**src/design/cgc_pkg.sv**
```systemverilog
// Behaviour
// three profile pins choose one of six stored configurations, codes 000 to 101.
// the controlling party never drives the profile pins to codes 110 or 111; here the bench drives both with allow_rsvd_i set.
// the host may rewrite stored configurations while running; changes apply at once.
// primary bit swaps crystal and aux roles; source choice low picks primary.
// crystal bypass bit turns off the crystal oscillator and uses input directly.
// switchover field 0x manual, 10 automatic one way, 11 auto-revertive.
// pin polarity bit sets shutdown/enable pin polarity, default zero; here it only sets the gating level, shutdown always takes pin high.
// pin function bit picks output gating or PLL shutdown role for the pin.
// output high-Z without presence bit; gate bit lets the pin suspend it; here global shutdown drives absent outputs too.
// function bit set and pin high shuts everything down, all outputs suspended.
// the serial interface answers at fixed seven-bit address 1101010.
// resistor code steps 4.0 kilohm, pump current code steps 6 microamps.
// reserved profile codes keep the last valid configuration applied.
package cgc_pkg;
    localparam int NUM_OUT = 5;
    localparam int NUM_CFG = 6;
    localparam logic [2:0] LAST_CFG = 3'h5;
    localparam logic [6:0] DEV_ADDR = 7'h6a;
    localparam logic [16:0] RES_STEP_OHM = 17'h0_0fa0;
    localparam logic [5:0] PUMP_STEP_UA = 6'h06;
    localparam logic [7:0] PIN_POLARITY_ADDR = 8'h02;
    localparam logic [1:0] SW_AUTO = 2'h2;
    localparam int PIN_W = 7;

    typedef enum logic {
        CGC_REF_PRI,
        CGC_REF_SEC
    } cgc_ref_sel_t;

    typedef struct packed {
        logic crystal_bypass_bit;
        logic primary_source_bit;
        logic [1:0] switchover_mode_field;
        logic pin_polarity_bit;
        logic pin_function_bit;
        logic [NUM_OUT-1:0] output_present_bit;
        logic [NUM_OUT-1:0] output_gate_bit;
        logic [3:0] loop_resistor_code;
        logic zero_cap_bit;
        logic [2:0] pump_current_code;
    } cgc_cfg_t;

    localparam cgc_cfg_t CFG_RESET = '{
        crystal_bypass_bit: 1'b0,
        primary_source_bit: 1'b0,
        switchover_mode_field: 2'h0,
        pin_polarity_bit: 1'b0,
        pin_function_bit: 1'b0,
        output_present_bit: 5'h1f,
        output_gate_bit: 5'h00,
        loop_resistor_code: 4'h0,
        zero_cap_bit: 1'b0,
        pump_current_code: 3'h0
    };

    typedef struct packed {
        logic [NUM_OUT-1:0] drive_en;
        logic [NUM_OUT-1:0] suspend;
    } cgc_out_ctl_t;

    typedef struct packed {
        logic [16:0] loop_res_ohm;
        logic [5:0] pump_ua;
        logic zero_cap;
    } cgc_filter_t;
endpackage : cgc_pkg

```
**src/design/cgc_ctrl.sv**
```systemverilog
`timescale 1ns/1ps
module cgc_ctrl (
    input wire logic mclk_i,
    input wire logic rst_i,
    input wire logic [2:0] profile_pick_pins_i,
    input wire logic source_choice_input_i,
    input wire logic shutdown_enable_pin_i,
    input wire logic primary_fail_i,
    input wire logic secondary_fail_i,
    input wire logic cfg_wr_i,
    input wire logic [2:0] cfg_wr_idx_i,
    input wire cgc_pkg::cgc_cfg_t cfg_wr_data_i,
    input wire logic host_addr_vld_i,
    input wire logic [6:0] host_addr_i,
    output logic [2:0] active_profile_o,
    output logic ref_is_aux_o,
    output logic crystal_osc_en_o,
    output logic pll_shutdown_o,
    output cgc_pkg::cgc_out_ctl_t out_ctl_o,
    output cgc_pkg::cgc_filter_t filter_o,
    output logic addr_match_o
);

    // ==========================================================
    // pin synchronisers
    logic [cgc_pkg::PIN_W-1:0] pins_raw;
    logic [cgc_pkg::PIN_W-1:0] sync1_q;
    logic [cgc_pkg::PIN_W-1:0] sync1_d;
    logic [cgc_pkg::PIN_W-1:0] sync2_q;
    logic [cgc_pkg::PIN_W-1:0] sync2_d;
    logic [2:0] pick_s;
    logic choice_s;
    logic pin_s;
    logic pri_fail_s;
    logic sec_fail_s;

    assign pins_raw = {secondary_fail_i, primary_fail_i, shutdown_enable_pin_i,
                       source_choice_input_i, profile_pick_pins_i};
    assign {sec_fail_s, pri_fail_s, pin_s, choice_s, pick_s} = sync2_q;

    always_comb begin
        sync1_d = pins_raw;
        sync2_d = sync1_q;
    end

    always_ff @(posedge mclk_i) begin
        if (rst_i) begin
            sync1_q <= '0;
            sync2_q <= '0;
        end else begin
            sync1_q <= sync1_d;
            sync2_q <= sync2_d;
        end
    end

    // ==========================================================
    // configuration store and profile choice
    cgc_pkg::cgc_cfg_t cfg_mem_q [cgc_pkg::NUM_CFG];
    cgc_pkg::cgc_cfg_t cfg_mem_d [cgc_pkg::NUM_CFG];
    logic [2:0] prof_q;
    logic [2:0] prof_d;
    cgc_pkg::cgc_cfg_t cur;

    // live view: a host write to the active slot shows up the next cycle
    assign cur = cfg_mem_q[prof_q];

    always_comb begin
        cfg_mem_d = cfg_mem_q;
        // on-the-fly rewrite
        if (cfg_wr_i && cfg_wr_idx_i <= cgc_pkg::LAST_CFG) begin
            cfg_mem_d[cfg_wr_idx_i] = cfg_wr_data_i;
        end
        prof_d = prof_q;
        // pick decode
        // reserved codes hold the last valid profile
        if (pick_s <= cgc_pkg::LAST_CFG) begin
            prof_d = pick_s;
        end
    end

    always_ff @(posedge mclk_i) begin
        if (rst_i) begin
            for (int i = 0; i < cgc_pkg::NUM_CFG; i++) begin
                cfg_mem_q[i] <= cgc_pkg::CFG_RESET;
            end
            prof_q <= '0;
        end else begin
            cfg_mem_q <= cfg_mem_d;
            prof_q <= prof_d;
        end
    end

    // ==========================================================
    // reference switchover
    cgc_pkg::cgc_ref_sel_t sel_q;
    cgc_pkg::cgc_ref_sel_t sel_d;

    always_comb begin
        sel_d = sel_q;
        // manual follows the pin; auto modes react to input failure
        if (cur.switchover_mode_field[1] == 1'b0) begin
            sel_d = choice_s ? cgc_pkg::CGC_REF_SEC : cgc_pkg::CGC_REF_PRI;
        end else begin
            case (sel_q)
                cgc_pkg::CGC_REF_PRI: begin
                    if (pri_fail_s && !sec_fail_s) begin
                        sel_d = cgc_pkg::CGC_REF_SEC;
                    end
                end
                cgc_pkg::CGC_REF_SEC: begin
                    // plain auto never goes back, so a dead secondary stays selected
                    if (cur.switchover_mode_field[0] && sec_fail_s && !pri_fail_s) begin
                        sel_d = cgc_pkg::CGC_REF_PRI;
                    end
                end
                default: sel_d = cgc_pkg::CGC_REF_PRI;
            endcase
        end
    end

    always_ff @(posedge mclk_i) begin
        if (rst_i) begin
            sel_q <= cgc_pkg::CGC_REF_PRI;
        end else begin
            sel_q <= sel_d;
        end
    end

    // ==========================================================
    // output control and decode
    logic aux_d;
    logic osc_en_d;
    logic pll_shdn_d;
    logic global_shdn;
    logic disable_lvl;
    cgc_pkg::cgc_out_ctl_t out_ctl_d;
    cgc_pkg::cgc_filter_t filter_d;
    logic match_d;

    always_comb begin
        // primary bit flips which input counts as primary
        aux_d = (sel_q == cgc_pkg::CGC_REF_SEC) ^ cur.primary_source_bit;
        // bypass switches the oscillator off
        osc_en_d = !cur.crystal_bypass_bit;
        // pin as PLL shutdown
        // global shutdown
        global_shdn = cur.pin_function_bit && pin_s;
        pll_shdn_d = global_shdn;
        // polarity decides which pin level disables a gated output
        disable_lvl = pin_s ^ cur.pin_polarity_bit;
        // presence and gate per output
        out_ctl_d.drive_en = cur.output_present_bit;
        out_ctl_d.suspend = cur.output_present_bit & cur.output_gate_bit & {cgc_pkg::NUM_OUT{disable_lvl}};
        if (global_shdn) begin
            out_ctl_d.drive_en = '1;
            out_ctl_d.suspend = '1;
        end
        // binary weighted steps
        filter_d.loop_res_ohm = 17'(cur.loop_resistor_code * cgc_pkg::RES_STEP_OHM);
        filter_d.pump_ua = 6'(cur.pump_current_code * cgc_pkg::PUMP_STEP_UA);
        filter_d.zero_cap = cur.zero_cap_bit;
        // fixed slave address
        match_d = host_addr_vld_i && (host_addr_i == cgc_pkg::DEV_ADDR);
    end

    always_ff @(posedge mclk_i) begin
        if (rst_i) begin
            active_profile_o <= '0;
            ref_is_aux_o <= 1'b0;
            crystal_osc_en_o <= 1'b1;
            pll_shutdown_o <= 1'b0;
            out_ctl_o <= '0;
            filter_o <= '0;
            addr_match_o <= 1'b0;
        end else begin
            active_profile_o <= prof_q;
            ref_is_aux_o <= aux_d;
            crystal_osc_en_o <= osc_en_d;
            pll_shutdown_o <= pll_shdn_d;
            out_ctl_o <= out_ctl_d;
            filter_o <= filter_d;
            addr_match_o <= match_d;
        end
    end
endmodule : cgc_ctrl

```
**config.mk**
```make
export PLATFORM = sky130hd
export DESIGN_NAME = cgc_ctrl
export DESIGN_NICKNAME = d
export VERILOG_FILES = /design/src/design/cgc_pkg.sv /design/src/design/cgc_ctrl.sv
export SDC_FILE = /design/constraint.sdc
export NUM_CORES = 1
export LEC_CHECK = 0
export BUFFER_PORTS_ARGS = -buffer_cell sky130_fd_sc_hd__buf_4
export CAP_MARGIN = 20
export CELL_PAD_IN_SITES_DETAIL_PLACEMENT = 1
export CELL_PAD_IN_SITES_GLOBAL_PLACEMENT = 1
export CORE_ASPECT_RATIO = 1.4
export CORE_MARGIN = 1.5
export CORE_UTILIZATION = 44
export CTS_CLUSTER_SIZE = 40
export DETAILED_ROUTE_END_ITERATION = 10
export PLACE_DENSITY = 0.87
export SYNTH_ARGS = -nofsm -noshare
export SYNTH_HDL_FRONTEND = slang
export SYNTH_SLANG_ARGS = --single-unit
```
**constraint.sdc**
```tcl
create_clock -name mclk_i -period 5.28 [get_ports mclk_i]
set_input_delay 0.528 -clock mclk_i [delete_from_list [all_inputs] [get_ports mclk_i]]
set_output_delay 0.528 -clock mclk_i [all_outputs]
set_load 0.05 [all_outputs]
```
==> flow_metrics.env, run 1 <==
export IMPL_run_status="complete, no violations"
export IMPL_synthTopCellsByArea="dfxtp_1 48%, nand2_1 14%, a21oi_1 8.5%, mux4_2 6.3%, mux2i_1 2.8%"
export IMPL_io_buffers=78
export IMPL_core_area_um2=18100
export IMPL_dp_hpwl_um=16200
export IMPL_via_count=6981
export IMPL_antenna_left=0
export IMPL_synth_top_cell_area_share_pct=47.9
export IMPL_setup_viol=0
export IMPL_route_detailed_drc=0
export IMPL_clock_sinks=196
export IMPL_gp_congestion=0.821
export IMPL_finalNetCount=1083
export IMPL_syn_to_final_growth_pct=16.3
export IMPL_io_pins=86
export IMPL_numCtsBuffers=17
export IMPL_gr_usage_met1_pct=28.1
export IMPL_timing_fmax_mhz=227
export IMPL_syn_inst=959
export IMPL_timing_final_crit_share_pct=83.4
export IMPL_cap_violations=0
export IMPL_max_slew_worst_pin_slew_ns=1.06
export IMPL_diodes=0
export IMPL_postCtsSetupBuffers=0
export IMPL_rsz0062_at_grt="false"
export IMPL_setup_slack_ns=0.874
export IMPL_clkPwrFrac_pct=41.9
export IMPL_chipWidth_um=118
export IMPL_grt_antenna_before_repair=0
export IMPL_ys_seq_elements=196
export IMPL_yosysWarnings=0
export IMPL_post_drt_wl_per_cell_um=19.7
export IMPL_path_class="flip-flop to flip-flop"
export IMPL_cts_tree="yes"
export IMPL_seqPwrFrac_pct=49.7
export IMPL_utilization_pct=52.7
export IMPL_placed_cells=1234
export IMPL_synth_main_ff_cell="dfxtp_1"
export IMPL_synth_area_um2=8190
export IMPL_grt_busiest_layer="met2"
export IMPL_met3_usage_pct=5.21
export IMPL_worst_path_max_fanout=11
export IMPL_critical_path_required_ns=5.66
export IMPL_die_area_um2=19500
export IMPL_hold_path_class="input port to flip-flop"
export IMPL_power_density_nw_per_um2=325
export IMPL_grt_pass1_wl_um=39700
export IMPL_post_route_min_period_ns=4.41
export IMPL_intPower_w=0.00231
export IMPL_grt_pass1_vias=7480
export IMPL_grt_overflow=0
export IMPL_peakVddDrop_mv=0.217
export IMPL_grt_start_max_net_pins=96
export IMPL_hold_buffers=0
export IMPL_skew_ns=0.00966
export IMPL_p_switching_w=0.000789
export IMPL_layout_common_cells="315 x nand2_1, 195 x dfxtp_1, 139 x a21oi_1, 97 x buf_4, 38 x nand3_1"
export IMPL_drt_first_pass_iters=5
export IMPL_drtIter0Drc=422
export IMPL_relSlewSlack_pct=29.1
export IMPL_fin_setup_tns_ns=0
export IMPL_h_tree_depth=4
export IMPL_start_util_pct=45.3
export IMPL_cts_root_buf="clkbuf_16"
export IMPL_stdcell_count=1266
export IMPL_start_kind="flip-flop"
export IMPL_hold_viol=0
export IMPL_clk_pin_slew_ns=0.07
export IMPL_cts_buffer_depth=2
export IMPL_die_h_um=164
export IMPL_synth_edf_count=0
export IMPL_cp_end_kind="flip-flop"
export IMPL_rows=58
export IMPL_worstSkewPairLatency_ns=0.45
export IMPL_yosys_area_top_type="dfxtp_1"
export IMPL_slew_violations=0
export IMPL_yosysSeqAreaShare_pct=47.9
export IMPL_grt_util_met2_pct=50.4
export IMPL_comb_power_share_pct=8.4
export IMPL_async_reset_ff_share_pct=0
export IMPL_cts_resized=0
export IMPL_leakage_nw=3.71
export IMPL_final_common_cell="nand2_1"
export IMPL_swShare_pct=25.5
export IMPL_grt_usage_pct=26.6
export IMPL_wl_um=24900
export IMPL_avgSynthCellArea_um2=8.54
export IMPL_drive_gt1_share_pct=15.7
export IMPL_synth_cell_types=42
export IMPL_place_ws_ns=0.927
export IMPL_via_per_inst=5.51
export IMPL_p_total_w=0.00310
export IMPL_arrival_ns=4.79
[synthesized netlist by cell type (2+ instances only)]
cell and n:
clkbuf_1 42, mux2i_1 23, nor2b_1 26, inv_1 22, and2_0 2, xnor2_1 3
nand3_1 38, nand2b_1 4, mux4_2 23, buf_4 10, and3_1 2, nor2_1 33
nand2_1 315, dfxtp_1 196, buf_1 3, o21ai_0 7, buf_6 3, nor3_1 4
a21oi_1 139, mux2_2 2, xor2_1 3, a211oi_1 2, fa_1 8, ha_1 17
buf_2 11, o31ai_1 5
[critical path, cell delays in order (launching register included)]
cell and delay (ns):
dfxtp_2 0.51, buf_4 0.31, mux4_2 0.53, a21oi_1 0.58, inv_1 0.30, fa_1 0.62
inv_1 0.07, fa_1 0.45, nand2b_1 0.18, a21oi_1 0.19, nor2_1 0.07, or4_1 0.41
nand3_1 0.10
[through the flow]
step / area (um^2) / hold slack, ns
2_1_floorplan: 8210 / 0.414
6_report: 9530 / 0.242
5_1_grt: 9530 / 0.237
3_5_place_dp: 8950 / 0.447
4_1_cts: 9530 / 0.232
3_3_place_gp: 8920 / 0.419
[cells by family (layout without fill, tap and decap cells)]
| group | count (synthesis) | after routing | synth area share, % |
|---|---|---|---|
| flip-flops | 196 | 196 | 47.9 |
| AND/OR/NAND/NOR | 430 | 430 | 21.7 |
| multiplexers | 49 | 49 | 9.73 |
| AO/OA/AOI/OAI | 160 | 160 | 10.4 |
| other | 1 | 7 | 0.0458 |
| buffers and inverters | 92 | 153 | 5.12 |
| adder cells (fa/ha/maj) | 25 | 25 | 4.55 |
| XOR/XNOR | 6 | 6 | 0.642 |
[flip-flops by register name, indices dropped and copies added (netlist names)]
| name | count |
|---|---|
| cfg_mem_q | 144 |
| filter_o | 17 |
| out_ctl_o | 10 |
| sync1_q | 7 |
| sync2_q | 7 |
| active_profile_o | 3 |
| prof_q | 3 |
| addr_match_o | 1 |
| crystal_osc_en_o | 1 |
| pll_shutdown_o | 1 |
| ref_is_aux_o | 1 |
| sel_q | 1 |
[final timing paths]
path	slack [ns]	from	end	cells after the start
worst max register to register	0.87	prof_q[0]	filter_o[21]	12
worst min-delay path	0.24	host_addr_i[0]	addr_match_o	2
worst max-delay path	0.87	prof_q[0]	filter_o[21]	12
worst min register to register	0.44	sync2_q[3]	sel_q	2
[power groups by stage]
stage	logic (W)	registers, W	clock network, W
floorplan	0.000135	0.00159	0
global placement	0.000248	0.00157	0
detailed placement	0.000259	0.00157	0
CTS	0.000262	0.00154	0.00131
global route	0.000281	0.00154	0.00137
finish	0.000261	0.00154	0.00130
[final cells by class]
cell class / count / area (um^2)
inverter: 23 / 86.3
tap: 240 / 300
multi-input combinational: 677 / 3880
clock inverter: 14 / 151
clock buffer: 18 / 429
fill: 2145 / 8540
timing repair buffer: 98 / 756
sequential: 196 / 3930
[layer usage]
layer,wire length (um),vias up
met5,0,-
met4,919,0
met3,1200,65
met2,13200,205
met1,9520,3465
li1,-,3246
No activity file was read; power rests on OpenSTA's default activity.
==> run 2: changes to the inputs <==
- CORE_UTILIZATION: 44 -> 40
- PLACE_DENSITY: 0.87 -> 0.84
- clock period: 5.28 -> 4 ns (I/O delays scaled with it)
==> run 2 against run 1 <==
Net effect:
- critical path depth up 2
- worst setup slack worse by 0.74 ns
- first-iteration DRC count up 2.1%
- routed wire length up 0.29%
- via count down 1.0%
- largest cell class unchanged
- highest routed layer unchanged
==> flow_metrics.env, run 2 (synthesis results as in run 1) <==
export IMPL_grt_start_max_net_pins=77
export IMPL_clk_pin_slew_ns=0.07
export IMPL_largest_reg_flops=144
export IMPL_cp_end_kind="flip-flop"
export IMPL_layout_common_cells="315 x nand2_1, 195 x dfxtp_1, 137 x a21oi_1, 104 x buf_4, 38 x nand3_1"
export IMPL_slowest_delay_ns=0.59
export IMPL_grt_usage_pct=24.3
export IMPL_via_per_inst=5.38
export IMPL_min_path_cells=2
export IMPL_via_count=6910
export IMPL_fin_setup_tns_ns=0
export IMPL_setup_viol=0
export IMPL_antenna_left=0
export IMPL_p_switching_w=0.00102
export IMPL_timing_fmax_mhz=259
export IMPL_timing_final_crit_share_pct=96.7
export IMPL_worstSkewPairLatency_ns=0.44
export IMPL_route_detailed_drc=0
export IMPL_drtIter0Drc=431
export IMPL_drive_gt1_share_pct=16.6
export IMPL_start_kind="flip-flop"
export IMPL_run_status="complete, no violations"
export IMPL_numCtsBuffers=17
export IMPL_chipWidth_um=124
export IMPL_relSlewSlack_pct=36.2
export IMPL_slew_violations=0
export IMPL_post_route_min_period_ns=3.87
export IMPL_skew_ns=0.00947
export IMPL_crit_family="adder cells"
export IMPL_path_class="flip-flop to flip-flop"
export IMPL_max_slew_worst_pin_slew_ns=0.953
export IMPL_worst_path_max_fanout=7
export IMPL_critical_path_required_ns=4.33
export IMPL_cp_cell_sequence="buf_6, mux2_2, nand2_1, nand2_1, fa_2, inv_1, fa_1, inv_1, ha_1, nand3_1, o211ai_1, o32ai_1, a41oi_1, mux2_2"
export IMPL_cts_root_buf="clkbuf_16"
export IMPL_peakVddDrop_mv=0.323
export IMPL_seqPwrFrac_pct=50.8
export IMPL_post_drt_wl_per_cell_um=19.4
export IMPL_comb_power_share_pct=8.8
export IMPL_cts_buffer_depth=2
export IMPL_start_util_pct=41.0
export IMPL_core_area_um2=20000
export IMPL_clkPwrFrac_pct=40.4
export IMPL_holdWs_ns=0.122
export IMPL_worst_path_buf_inv=3
export IMPL_r2r_slack_ns=0.13
export IMPL_arrival_ns=4.20
export IMPL_top_regs="cfg_mem_q: 144 flops, filter_o: 17 flops, out_ctl_o: 10 flops"
export IMPL_leakage_nw=3.73
export IMPL_diodes=0
export IMPL_power_density_nw_per_um2=416
export IMPL_intPower_w=0.00298
export IMPL_gp_congestion=0.826
export IMPL_final_common_cell="nand2_1"
export IMPL_postCtsSetupBuffers=0
export IMPL_hold_path_class="input port to flip-flop"
export IMPL_hold_viol=0
export IMPL_swShare_pct=25.5
export IMPL_cts_tree="yes"
export IMPL_hold_buffers=0
export IMPL_syn_to_final_growth_pct=17.2
export IMPL_wl_um=25000
export IMPL_rows=61
export IMPL_r2r_cells=14
export IMPL_grt_antenna_before_repair=0
export IMPL_cap_violations=0
export IMPL_cpMaxStageDelayCell="fa_2"
export IMPL_die_h_um=172
export IMPL_h_tree_depth=4
export IMPL_largest_register="cfg_mem_q"
export IMPL_clock_sinks=196
export IMPL_drt_first_pass_iters=6
export IMPL_grt_pass1_wl_um=38800
export IMPL_die_area_um2=21400
export IMPL_grt_overflow=0
export IMPL_rsz0062_at_grt="false"
export IMPL_io_buffers=78
export IMPL_grt_pass1_vias=7251
export IMPL_dp_hpwl_um=15700
export IMPL_io_pins=86
export IMPL_worst_path_stages=14
export IMPL_finalNetCount=1092
-- run 2: changes by cell type in the layout (fill, tap and decap cells not counted), sizes merged --
cell,change
buf,+8
inv,-3
clkbuf,+2
clkinv,+2
bufinv,-1
clkinvlp,-1
-- run 2: power by group through the flow --
stage,registers (W),logic [W],clock network [W]
floorplan,0.00210,0.000179,0
global placement,0.00207,0.000337,0
detailed placement,0.00207,0.000345,0
CTS,0.00203,0.000350,0.00163
global route,0.00203,0.000378,0.00171
finish,0.00203,0.000352,0.00162
-- run 2: layout make-up --
type	count	area, um^2
multi-input cells	677	3890
fillers	2408	10400
flip-flops and latches	196	3930
repair buffers	107	837
clock buffers	19	433
clock inverters	11	106
well taps	252	315
inverters	23	86.3
-- run 2: final timing paths --
kind | from | end
worst max-delay path | prof_q[0] | filter_o[22]
worst min-delay path | host_addr_i[0] | addr_match_o
worst max register to register | prof_q[0] | filter_o[22]
worst min register to register | sync1_q[2] | sync2_q[2]
-- run 2: what timing repair did --
item | CTS | global route
resized for setup | 0 | 4
setup endpoints to repair | 0 | 2
endpoints found under the hold margin | 0 | 0
-- run 2: routing by layer --
layer | part of all wire [%] | track usage, % | vias to the layer above
met1 | 41 | 27.3 | 3426
li1 | - | - | 3266
met2 | 52 | 44.2 | 167
met5 | 0 | 0 | -
met3 | 3.9 | 4.85 | 51
met4 | 3.1 | 9.88 | 0
-- run 2: through the flow --
step	total power (W)	instances	worst slack (ns)	area, um^2	util [%]
6_report	0.00400	1285	0.134	9600	48.0
2_1_floorplan	0.00228	965	0.0432	8220	-
5_1_grt	0.00412	1285	0.00654	9600	48.0
3_3_place_gp	0.00241	1254	0.248	9020	45.1
3_5_place_dp	0.00242	1254	0.101	9020	45.1
4_1_cts	0.00401	1284	0.0595	9560	47.8
